`src/hdl/cal_ctrl_pkg.sv`:
```
// Package with register map, field positions and shared types of the calibration control block.
// Summary of operation
// - The amplifier gain is two to the power of the 3-bit gain code, so code 0 gives 1 and code 7 gives 128.
// - In sequencer mode 3 with the output sequencing select at 1, output pins follow the per-channel pairing of the channel maps.
// - With the output sequencing select at 0, output pins follow the direction register and GPIO pins the GPIO control register.
// - The output sequencing select is ignored in sequencer modes 1 and 2.
// - Pin-based conversion synchronization is enabled only while the sync enable bit is 1.
// - A coefficient read returns the last interface-written value when readback select is 1, else the internal value.
// - The system gain coefficient is left out of the corrected result when its bypass bit is 1.
// - The system offset coefficient is left out of the corrected result when its bypass bit is 1.
// - The self-calibration gain coefficient is left out when its bypass bit is 1.
// - The self-calibration offset coefficient is left out when its bypass bit is 1.
package cal_ctrl_pkg;
	localparam int ADDR_W = 4;
	localparam int DATA_W = 24;
	localparam logic [3:0] ADDR_CTRL   = 4'h0;
	localparam logic [3:0] ADDR_GAIN   = 4'h1;
	localparam logic [3:0] ADDR_SOC    = 4'h2;
	localparam logic [3:0] ADDR_SGC    = 4'h3;
	localparam logic [3:0] ADDR_SCOC   = 4'h4;
	localparam logic [3:0] ADDR_SCGC   = 4'h5;
	localparam logic [3:0] ADDR_MAPLO  = 4'h6;
	localparam logic [3:0] ADDR_MAPHI  = 4'h7;
	localparam logic [3:0] ADDR_ODIR   = 4'h8;
	localparam logic [3:0] ADDR_GPIO   = 4'h9;
	localparam logic [3:0] ADDR_SEQ    = 4'ha;
	localparam logic [3:0] ADDR_STEP   = 4'hb;
	localparam logic [3:0] ADDR_SAMPLE = 4'hc;
	localparam logic [3:0] ADDR_RESULT = 4'hd;
	localparam logic [7:0] CTRL_RESET  = 8'h1c;
	localparam logic [7:0] GAIN_RESET  = 8'h00;
	localparam logic [23:0] OFS_RESET  = 24'h000000;
	localparam logic [23:0] UNITY_GAIN = 24'h800000; // 1.0 in Q1.23.
	localparam int GAIN_FRAC = 23;
	localparam int CH_N = 6;
	localparam int CH_FLD = 7;  // Per-channel map field width.
	localparam int POS_GPOEN = 0;
	localparam int POS_GPO = 5;
	localparam int SEQ_MODE3 = 3;
	localparam logic [1:0] SEQ_M3 = 2'h3;
	// Bit 7 is unused; bits 6 to 0 give the 0x1c reset pattern.
	typedef struct packed {
		logic spare;
		logic output_sequencing_select;
		logic sync_enable;
		logic cal_readback_select;
		logic system_gain_bypass;
		logic system_offset_bypass;
		logic self_gain_bypass;
		logic self_offset_bypass;
	} ctrl_type;
	typedef struct packed {
		logic [ADDR_W-1:0] addr;
		logic [DATA_W-1:0] wdata;
		logic              wr;
		logic              rd;
	} bus_req_type;
endpackage

```
`src/hdl/cal_ctrl.sv`:
```
// Calibration control register bank with output pin steering and correction.
`timescale 1ns/10ps
module cal_ctrl
	import cal_ctrl_pkg::*;
(
	input  wire logic              clk_sys,
	input  wire logic              rstn,
	input  wire logic [ADDR_W-1:0] addr,
	input  wire logic [DATA_W-1:0] wdata,
	input  wire logic              wr,
	input  wire logic              rd,
	output logic      [DATA_W-1:0] rdata,
	input  wire logic              sync_pin,
	output logic      [1:0]        gpo_out,
	output logic      [1:0]        gpio_out,
	output logic      [1:0]        gpio_oe,
	output logic                   sync_armed,
	output logic                   sync_event,
	output logic      [7:0]        amp_gain
);
	typedef struct packed {
		ctrl_type          ctrl;
		logic [2:0]        amp_gain_code;
		logic [DATA_W-1:0] sys_ofs_if;
		logic [DATA_W-1:0] sys_gain_if;
		logic [DATA_W-1:0] self_ofs_if;
		logic [DATA_W-1:0] self_gain_if;
		logic [DATA_W-1:0] sys_ofs_int;
		logic [DATA_W-1:0] sys_gain_int;
		logic [DATA_W-1:0] self_ofs_int;
		logic [DATA_W-1:0] self_gain_int;
		logic [CH_N*CH_FLD-1:0] channel_map;
		logic [1:0]        output_pin_direction_reg;
		logic [3:0]        gpio_ctrl;
		logic [1:0]        seq_mode;
		logic [2:0]        seq_channel;
		logic [DATA_W-1:0] sample;
		logic [DATA_W-1:0] result;
		logic [DATA_W-1:0] rdata;
		logic [1:0]        gpo_out;
		logic [1:0]        gpio_out;
		logic [1:0]        gpio_oe;
		logic              sync_armed;
		logic              sync_event;
		logic              sync_last;
		logic [7:0]        amp_gain;
	} state_type;

	state_type         state_reg;
	state_type         state_next;
	logic              sync_s;
	logic [DATA_W-1:0] mid;
	logic [DATA_W-1:0] corrected;
	logic [CH_FLD-1:0] ch_fld;

	pin_sync u_sync (
		.clk_sys (clk_sys),
		.rstn    (rstn),
		.pin_in  (sync_pin),
		.pin_out (sync_s)
	);

	// Self calibration stage first, system calibration second.
	cal_correct u_self (
		.din           (state_reg.sample),
		.offset        (state_reg.self_ofs_int),
		.gain          (state_reg.self_gain_int),
		.offset_bypass (state_reg.ctrl.self_offset_bypass),
		.gain_bypass   (state_reg.ctrl.self_gain_bypass),
		.dout          (mid)
	);
	cal_correct u_sys (
		.din           (mid),
		.offset        (state_reg.sys_ofs_int),
		.gain          (state_reg.sys_gain_int),
		.offset_bypass (state_reg.ctrl.system_offset_bypass),
		.gain_bypass   (state_reg.ctrl.system_gain_bypass),
		.dout          (corrected)
	);

	assign ch_fld = state_reg.channel_map[state_reg.seq_channel*CH_FLD +: CH_FLD];

	// Next state: register writes, readback, pin steering and sync.
	always_comb begin
		state_next = state_reg;
		state_next.sync_event = 1'b0;
		state_next.rdata = '0;
		if (wr) begin
			case (addr)
				ADDR_CTRL: state_next.ctrl = ctrl_type'(wdata[7:0]);
				ADDR_GAIN: state_next.amp_gain_code = wdata[2:0];
				ADDR_SOC: begin
					state_next.sys_ofs_if  = wdata;
					state_next.sys_ofs_int = wdata;
				end
				ADDR_SGC: begin
					state_next.sys_gain_if  = wdata;
					state_next.sys_gain_int = wdata;
				end
				ADDR_SCOC: begin
					state_next.self_ofs_if  = wdata;
					state_next.self_ofs_int = wdata;
				end
				ADDR_SCGC: begin
					state_next.self_gain_if  = wdata;
					state_next.self_gain_int = wdata;
				end
				ADDR_MAPLO: state_next.channel_map[0 +: 3*CH_FLD] =
					wdata[3*CH_FLD-1:0];
				ADDR_MAPHI: state_next.channel_map[3*CH_FLD +: 3*CH_FLD] =
					wdata[3*CH_FLD-1:0];
				ADDR_ODIR: state_next.output_pin_direction_reg = wdata[1:0];
				ADDR_GPIO: state_next.gpio_ctrl = wdata[3:0];
				ADDR_SEQ: state_next.seq_mode = wdata[1:0];
				ADDR_STEP: begin
					if (wdata[2:0] < 3'(CH_N))
						state_next.seq_channel = wdata[2:0];
				end
				ADDR_SAMPLE: state_next.sample = wdata;
				default: ;
			endcase
		end
		if (rd) begin
			case (addr)
				ADDR_CTRL: state_next.rdata = {16'h0000, state_reg.ctrl};
				ADDR_GAIN: state_next.rdata = {21'h000000,
					state_reg.amp_gain_code};
				// Interface copy or internal copy per readback select.
				ADDR_SOC: state_next.rdata = state_reg.ctrl.cal_readback_select ?
					state_reg.sys_ofs_if : state_reg.sys_ofs_int;
				ADDR_SGC: state_next.rdata = state_reg.ctrl.cal_readback_select ?
					state_reg.sys_gain_if : state_reg.sys_gain_int;
				ADDR_SCOC: state_next.rdata = state_reg.ctrl.cal_readback_select ?
					state_reg.self_ofs_if : state_reg.self_ofs_int;
				ADDR_SCGC: state_next.rdata = state_reg.ctrl.cal_readback_select ?
					state_reg.self_gain_if : state_reg.self_gain_int;
				ADDR_MAPLO: state_next.rdata = DATA_W'(
					state_reg.channel_map[0 +: 3*CH_FLD]);
				ADDR_MAPHI: state_next.rdata = DATA_W'(
					state_reg.channel_map[3*CH_FLD +: 3*CH_FLD]);
				ADDR_ODIR: state_next.rdata = DATA_W'(
					state_reg.output_pin_direction_reg);
				ADDR_GPIO: state_next.rdata = DATA_W'(state_reg.gpio_ctrl);
				ADDR_SEQ: state_next.rdata = DATA_W'(state_reg.seq_mode);
				ADDR_STEP: state_next.rdata = DATA_W'(state_reg.seq_channel);
				ADDR_SAMPLE: state_next.rdata = state_reg.sample;
				ADDR_RESULT: state_next.rdata = state_reg.result;
				default: state_next.rdata = '0;
			endcase
		end
		state_next.result = corrected;
		// Gain is one shifted by the code.
		state_next.amp_gain = 8'h01 << state_reg.amp_gain_code;
		// Mode 3 with sequencing: pins follow the stepped channel pairing.
		if (state_reg.seq_mode == SEQ_M3 &&
			state_reg.ctrl.output_sequencing_select) begin
			state_next.gpo_out  = ch_fld[POS_GPOEN] ?
				ch_fld[POS_GPO +: 2] : 2'h0;
			state_next.gpio_out = ch_fld[POS_GPOEN] ?
				ch_fld[POS_GPO +: 2] : 2'h0;
			state_next.gpio_oe  = state_reg.gpio_ctrl[3:2];
		end else begin
			state_next.gpo_out  = state_reg.output_pin_direction_reg;
			state_next.gpio_out = state_reg.gpio_ctrl[1:0];
			state_next.gpio_oe  = state_reg.gpio_ctrl[3:2];
		end
		// Sync arms only with the enable bit; rising pin edge gives an event.
		state_next.sync_armed = state_reg.ctrl.sync_enable;
		state_next.sync_last  = sync_s;
		state_next.sync_event = state_reg.ctrl.sync_enable &&
			sync_s && !state_reg.sync_last;
	end

	// State register.
	always_ff @(posedge clk_sys or negedge rstn) begin
		if (!rstn) begin
			state_reg <= '0;
			state_reg.ctrl <= ctrl_type'(CTRL_RESET);
			state_reg.sys_gain_if <= UNITY_GAIN;
			state_reg.sys_gain_int <= UNITY_GAIN;
			state_reg.self_gain_if <= UNITY_GAIN;
			state_reg.self_gain_int <= UNITY_GAIN;
			state_reg.amp_gain <= 8'h01;
		end else begin
			state_reg <= state_next;
		end
	end

	assign rdata      = state_reg.rdata;
	assign gpo_out    = state_reg.gpo_out;
	assign gpio_out   = state_reg.gpio_out;
	assign gpio_oe    = state_reg.gpio_oe;
	assign sync_armed = state_reg.sync_armed;
	assign sync_event = state_reg.sync_event;
	assign amp_gain   = state_reg.amp_gain;

	// Checks.
	gain_power_a: assert property (@(posedge clk_sys) disable iff (!rstn)
		wr && addr == ADDR_GAIN |=> ##1 amp_gain == (8'h01 << $past(wdata[2:0], 2)))
		else $error("amp gain wrong");
	seq_pins_a: assert property (@(posedge clk_sys) disable iff (!rstn)
		state_reg.seq_mode == SEQ_M3 && state_reg.ctrl.output_sequencing_select
		&& ch_fld[POS_GPOEN] |=> gpo_out == $past(ch_fld[POS_GPO +: 2]))
		else $error("sequenced pins wrong");
	direct_pins_a: assert property (@(posedge clk_sys) disable iff (!rstn)
		!state_reg.ctrl.output_sequencing_select |=>
		gpo_out == $past(state_reg.output_pin_direction_reg))
		else $error("direct pins wrong");
	mode_ignore_a: assert property (@(posedge clk_sys) disable iff (!rstn)
		state_reg.seq_mode != SEQ_M3 |=>
		gpio_out == $past(state_reg.gpio_ctrl[1:0]))
		else $error("select not ignored");
	sync_gate_a: assert property (@(posedge clk_sys) disable iff (!rstn)
		!state_reg.ctrl.sync_enable |=> !sync_event && !sync_armed)
		else $error("sync while disabled");
	readback_sel_a: assert property (@(posedge clk_sys) disable iff (!rstn)
		rd && addr == ADDR_SOC && state_reg.ctrl.cal_readback_select |=>
		rdata == $past(state_reg.sys_ofs_if))
		else $error("readback wrong");
	sys_bypass_a: assert property (@(posedge clk_sys) disable iff (!rstn)
		state_reg.ctrl.system_gain_bypass && state_reg.ctrl.system_offset_bypass
		|=> state_reg.result == $past(mid))
		else $error("system bypass wrong");
	self_bypass_a: assert property (@(posedge clk_sys) disable iff (!rstn)
		state_reg.ctrl.self_gain_bypass && state_reg.ctrl.self_offset_bypass
		|-> mid == state_reg.sample)
		else $error("self bypass wrong");
	seq_cov_c: cover property (@(posedge clk_sys) disable iff (!rstn)
		state_reg.seq_mode == SEQ_M3 && state_reg.ctrl.output_sequencing_select);
	sync_cov_c: cover property (@(posedge clk_sys) disable iff (!rstn)
		sync_event);
	rb_cov_c: cover property (@(posedge clk_sys) disable iff (!rstn)
		rd && addr == ADDR_SCGC && !state_reg.ctrl.cal_readback_select);
endmodule

```
`src/hdl/pin_sync.sv`:
```
// Two flip-flop synchroniser for one pin input.
`timescale 1ns/10ps
module pin_sync (
	input  wire logic clk_sys,
	input  wire logic rstn,
	input  wire logic pin_in,
	output logic      pin_out
);
	logic meta_reg;

	// First stage is read only by the second stage.
	always_ff @(posedge clk_sys or negedge rstn) begin
		if (!rstn) begin
			meta_reg <= 1'b0;
			pin_out  <= 1'b0;
		end else begin
			meta_reg <= pin_in;
			pin_out  <= meta_reg;
		end
	end
endmodule

```
`src/hdl/cal_correct.sv`:
```
// One correction stage: offset subtract then gain multiply, each bypassable.
`timescale 1ns/10ps
module cal_correct
	import cal_ctrl_pkg::*;
(
	input  wire logic [DATA_W-1:0] din,
	input  wire logic [DATA_W-1:0] offset,
	input  wire logic [DATA_W-1:0] gain,
	input  wire logic              offset_bypass,
	input  wire logic              gain_bypass,
	output logic      [DATA_W-1:0] dout
);
	logic [DATA_W-1:0]   ofs_use;
	logic [DATA_W-1:0]   gain_use;
	logic [DATA_W-1:0]   diff;
	logic [2*DATA_W-1:0] prod;

	// Bypassed terms turn into identity values.
	always_comb begin
		ofs_use  = offset_bypass ? OFS_RESET : offset;
		gain_use = gain_bypass ? UNITY_GAIN : gain;
		diff     = din - ofs_use;
		prod     = $signed(diff) * $signed({1'b0, gain_use[DATA_W-1:1]});
		dout     = prod[GAIN_FRAC-1 +: DATA_W];
	end
endmodule

```
`config.mk`:
```
export PLATFORM = sky130hd
export DESIGN_NAME = cal_ctrl
export DESIGN_NICKNAME = d
export VERILOG_FILES = /design/src/hdl/cal_ctrl_pkg.sv /design/src/hdl/cal_ctrl.sv /design/src/hdl/pin_sync.sv /design/src/hdl/cal_correct.sv
export SDC_FILE = /design/constraint.sdc
export NUM_CORES = 2
export LEC_CHECK = 0
export BUFFER_PORTS_ARGS = -buffer_cell sky130_fd_sc_hd__clkbuf_2
export CORE_MARGIN = 2
export CORE_UTILIZATION = 67
export CTS_BUF_LIST = sky130_fd_sc_hd__clkbuf_4 sky130_fd_sc_hd__clkbuf_8
export DETAILED_ROUTE_END_ITERATION = 12
export PLACE_DENSITY_LB_ADDON = 0.12
export SETUP_SLACK_MARGIN = 0.5
export SLEW_MARGIN = 20
export SYNTH_ARGS = -nofsm -noshare
export SYNTH_HDL_FRONTEND = slang
export SYNTH_SLANG_ARGS = --single-unit
```
`constraint.sdc`:
```
create_clock -name clk_sys -period 25.7 [get_ports clk_sys]
set_clock_uncertainty 0.15 [all_clocks]
set_input_delay 7.71 -clock clk_sys [delete_from_list [all_inputs] [get_ports clk_sys]]
set_output_delay 7.71 -clock clk_sys [all_outputs]
set_load 0.1 [all_outputs]
```
==> results.py <==
metrics = {
    "synth": {
        "synth.distinct_cells": 70,
        "syn_inst": 5205,
        "syn_area_sq_mm": 0.0503,
        "ys_ff_latch": 251,
        "synth_top_area_frac": 0.448,
        "avgSynthCellArea_sq_um": 9.66,
        "synth_top_flop_cell": "dfrtp_1",
        "ys_seq_area_frac": 0.125,
        "synth_nets": 6661,
        "async_reset_ff_frac": 1.00,
        "synthTopCellsByArea": "fa_1 (45%), dfrtp_1 (12%), inv_1 (7.8%)",
        "synth-edff-count": 0,
        "yosys.area.top_type": "fa_1",
        "yosys_warnings": 0,
    },
    "floorplanning": {
        "die_w_um": 278,
        "rows": 100,
        "ios": 73,
        "core_area_sq_mm": 0.0743,
        "die_area_sq_mm": 0.0772,
        "start_util": 0.676,
        "die_h_um": 278,
    },
    "clock_tree": {
        "cts_tree": "yes",
        "cts_resized": 0,
        "cts_hold_buf": 0,
        "cts_setup_buffers": 0,
        "cts_sinks": 251,
        "root_buffer": "clkbuf_8",
        "clock_latency_ns": 0.59,
        "cts_buffers": 39,
        "clk_pin_slew_ns": 0.07,
        "htree_levels": 2,
        "clockBufferDepth": 3,
    },
    "route": {
        "vias": 36900,
        "wire_per_inst_um": 23.7,
        "drt_wl_total_um": 146000,
        "route.detailed.drc": 0,
        "viasPerCell": 5.97,
        "first_pass_iters": 6,
        "initialDrtViolationCount": 3425,
        "ant_nets": 0,
    },
    "timing": {
        "hold_violations": 0,
        "tns_ns": 0,
        "setup_viol": 0,
        "rsz0062_at_grt": "no",
        "max_freq_mhz": 48.0,
        "slew_violations": 0,
        "timing.final.crit_share": 0.810,
        "relSlewSlack": 0.195,
        "timing.final.crit_period_ns": 20.82,
        "tightest_slew_ns": 1.21,
    },
    "global_route": {
        "grt_max_degree": 126,
        "grtUsageTotal": 0.399,
        "grt_pass1_vias": 39800,
        "overflow": 0,
        "grt_pass1_wl_um": 231000,
        "antenna_found_initial": 7,
    },
    "placed_design": {
        "place_hpwl_um": 118000,
        "gp_congestion": 0.985,
        "place_area_sq_mm": 0.0518,
        "numPortBuffers": 72,
    },
    "cells_and_area": {
        "design_area_sq_mm": 0.0526,
        "largest_register_ffs": 208,
        "fill_cells": 5764,
        "final_nets": 6629,
        "mostFrequentLayoutCell": "fa_1",
        "post_route_cells_drive_above_1_share": 0.0977,
        "final_cell_mix": "fa_1 (1125), inv_1 (1042), nand2_1 (599)",
        "syn_to_final_growth_pct": 4.70,
    },
    "setup_path": {
        "critical-path-slowest-cell": "fa_1",
        "startpoint_type": "flop",
        "cpPeakStageDelay_ns": 0.84,
        "end_kind": "flop",
        "startpoint": "state_reg[337]",
        "crit_type": "reg2reg",
        "r2r-start": "state_reg[337]",
        "path_max_fanout": 26,
        "crit_top_cell": "fa_1",
        "critical_path_arrival_ns": 21.12,
        "critPathRequiredTime_ns": 26.00,
    },
    "min_path": {
        "hp-start": "u_sync.meta_reg",
        "min_path_type": "reg2reg",
    },
    "run": {
        "cap_violations": 0,
    },
    "run_status": {
        "status": "finished, final reports clean",
    },
}
synth_stat cells (all sizes together) (24+ instances only):
master,instances
ha,298
a21oi,74
and2,24
nor2,573
o21ai,42
nand2b,129
clkbuf,212
buf,56
xnor2,124
a21o,43
mux2,182
a22oi,72
inv,1042
nand2,600
dfrtp,245
xor2,49
nor2b,79
fa,1125
path summary, 6_finish.rpt:
path,slack (ns),endpoint,cells after the start
min in group asynchronous,7.08,state_reg[334],1
worst max-delay path,4.88,state_reg[64],74
worst min register to register,0.20,u_sync.pin_out,0
max in group asynchronous,16.88,state_reg[202],2
worst max register to register,4.88,state_reg[64],74
worst min-delay path,0.20,u_sync.pin_out,0
metrics by stage:
stage,utilization,setup WS [ns],hold WS (ns),instances
2_1_floorplan,-,7.58,0.181,5205
3_3_place_gp,0.697,5.41,0.184,6101
3_5_place_dp,0.697,4.98,0.186,6101
4_1_cts,0.708,4.90,0.200,6171
5_1_grt,0.708,3.65,0.206,6174
6_report,0.708,4.88,0.198,6175
layer usage:
metal,up-vias,GRT usage,part of all wire
met2,1973,0.630,0.46
li1,15500,-,-
met3,537,0.0763,0.097
met4,6,0.241,0.076
met1,18800,0.519,0.37
met5,-,0,0.00029
worst max-delay path, delay by kind of cell, from the launching register on:
kind	cells	cell delay, ns
XOR/XNOR	6	1.56
flip-flops	1	0.80
AND/OR/NAND/NOR	14	3.27
AO/OA/AOI/OAI	27	5.37
buffers and inverters	9	0.65
adder cells (fa/ha/maj)	18	8.88
final cells by class:
cell class / count / area [sq um] / area share
diodes: 4 / 10.0 / 0.000190
clock inverters: 3 / 32.5 / 0.000618
well taps: 969 / 1210 / 0.0230
clock buffers: 67 / 778 / 0.0148
repair buffers: 195 / 1290 / 0.0246
inverters: 1042 / 3910 / 0.0743
flip-flops and latches: 251 / 6290 / 0.120
multi-input cells: 3644 / 39100 / 0.743
cell families (layout without fill, tap and decap cells):
kind of cell	count (synthesis)	in the layout	share of synthesized area
mux	193	193	0.0437
compound gates	361	361	0.0501
buf+inv	1310	1307	0.101
other cells	0	4	0
simple gates	1494	1494	0.127
xor+xnor	173	173	0.0301
fa+ha+maj	1423	1423	0.522
flops	251	251	0.125
Power is not shown: default switching activity piles up to over one toggle a cycle in this logic, so the estimate is an artifact.
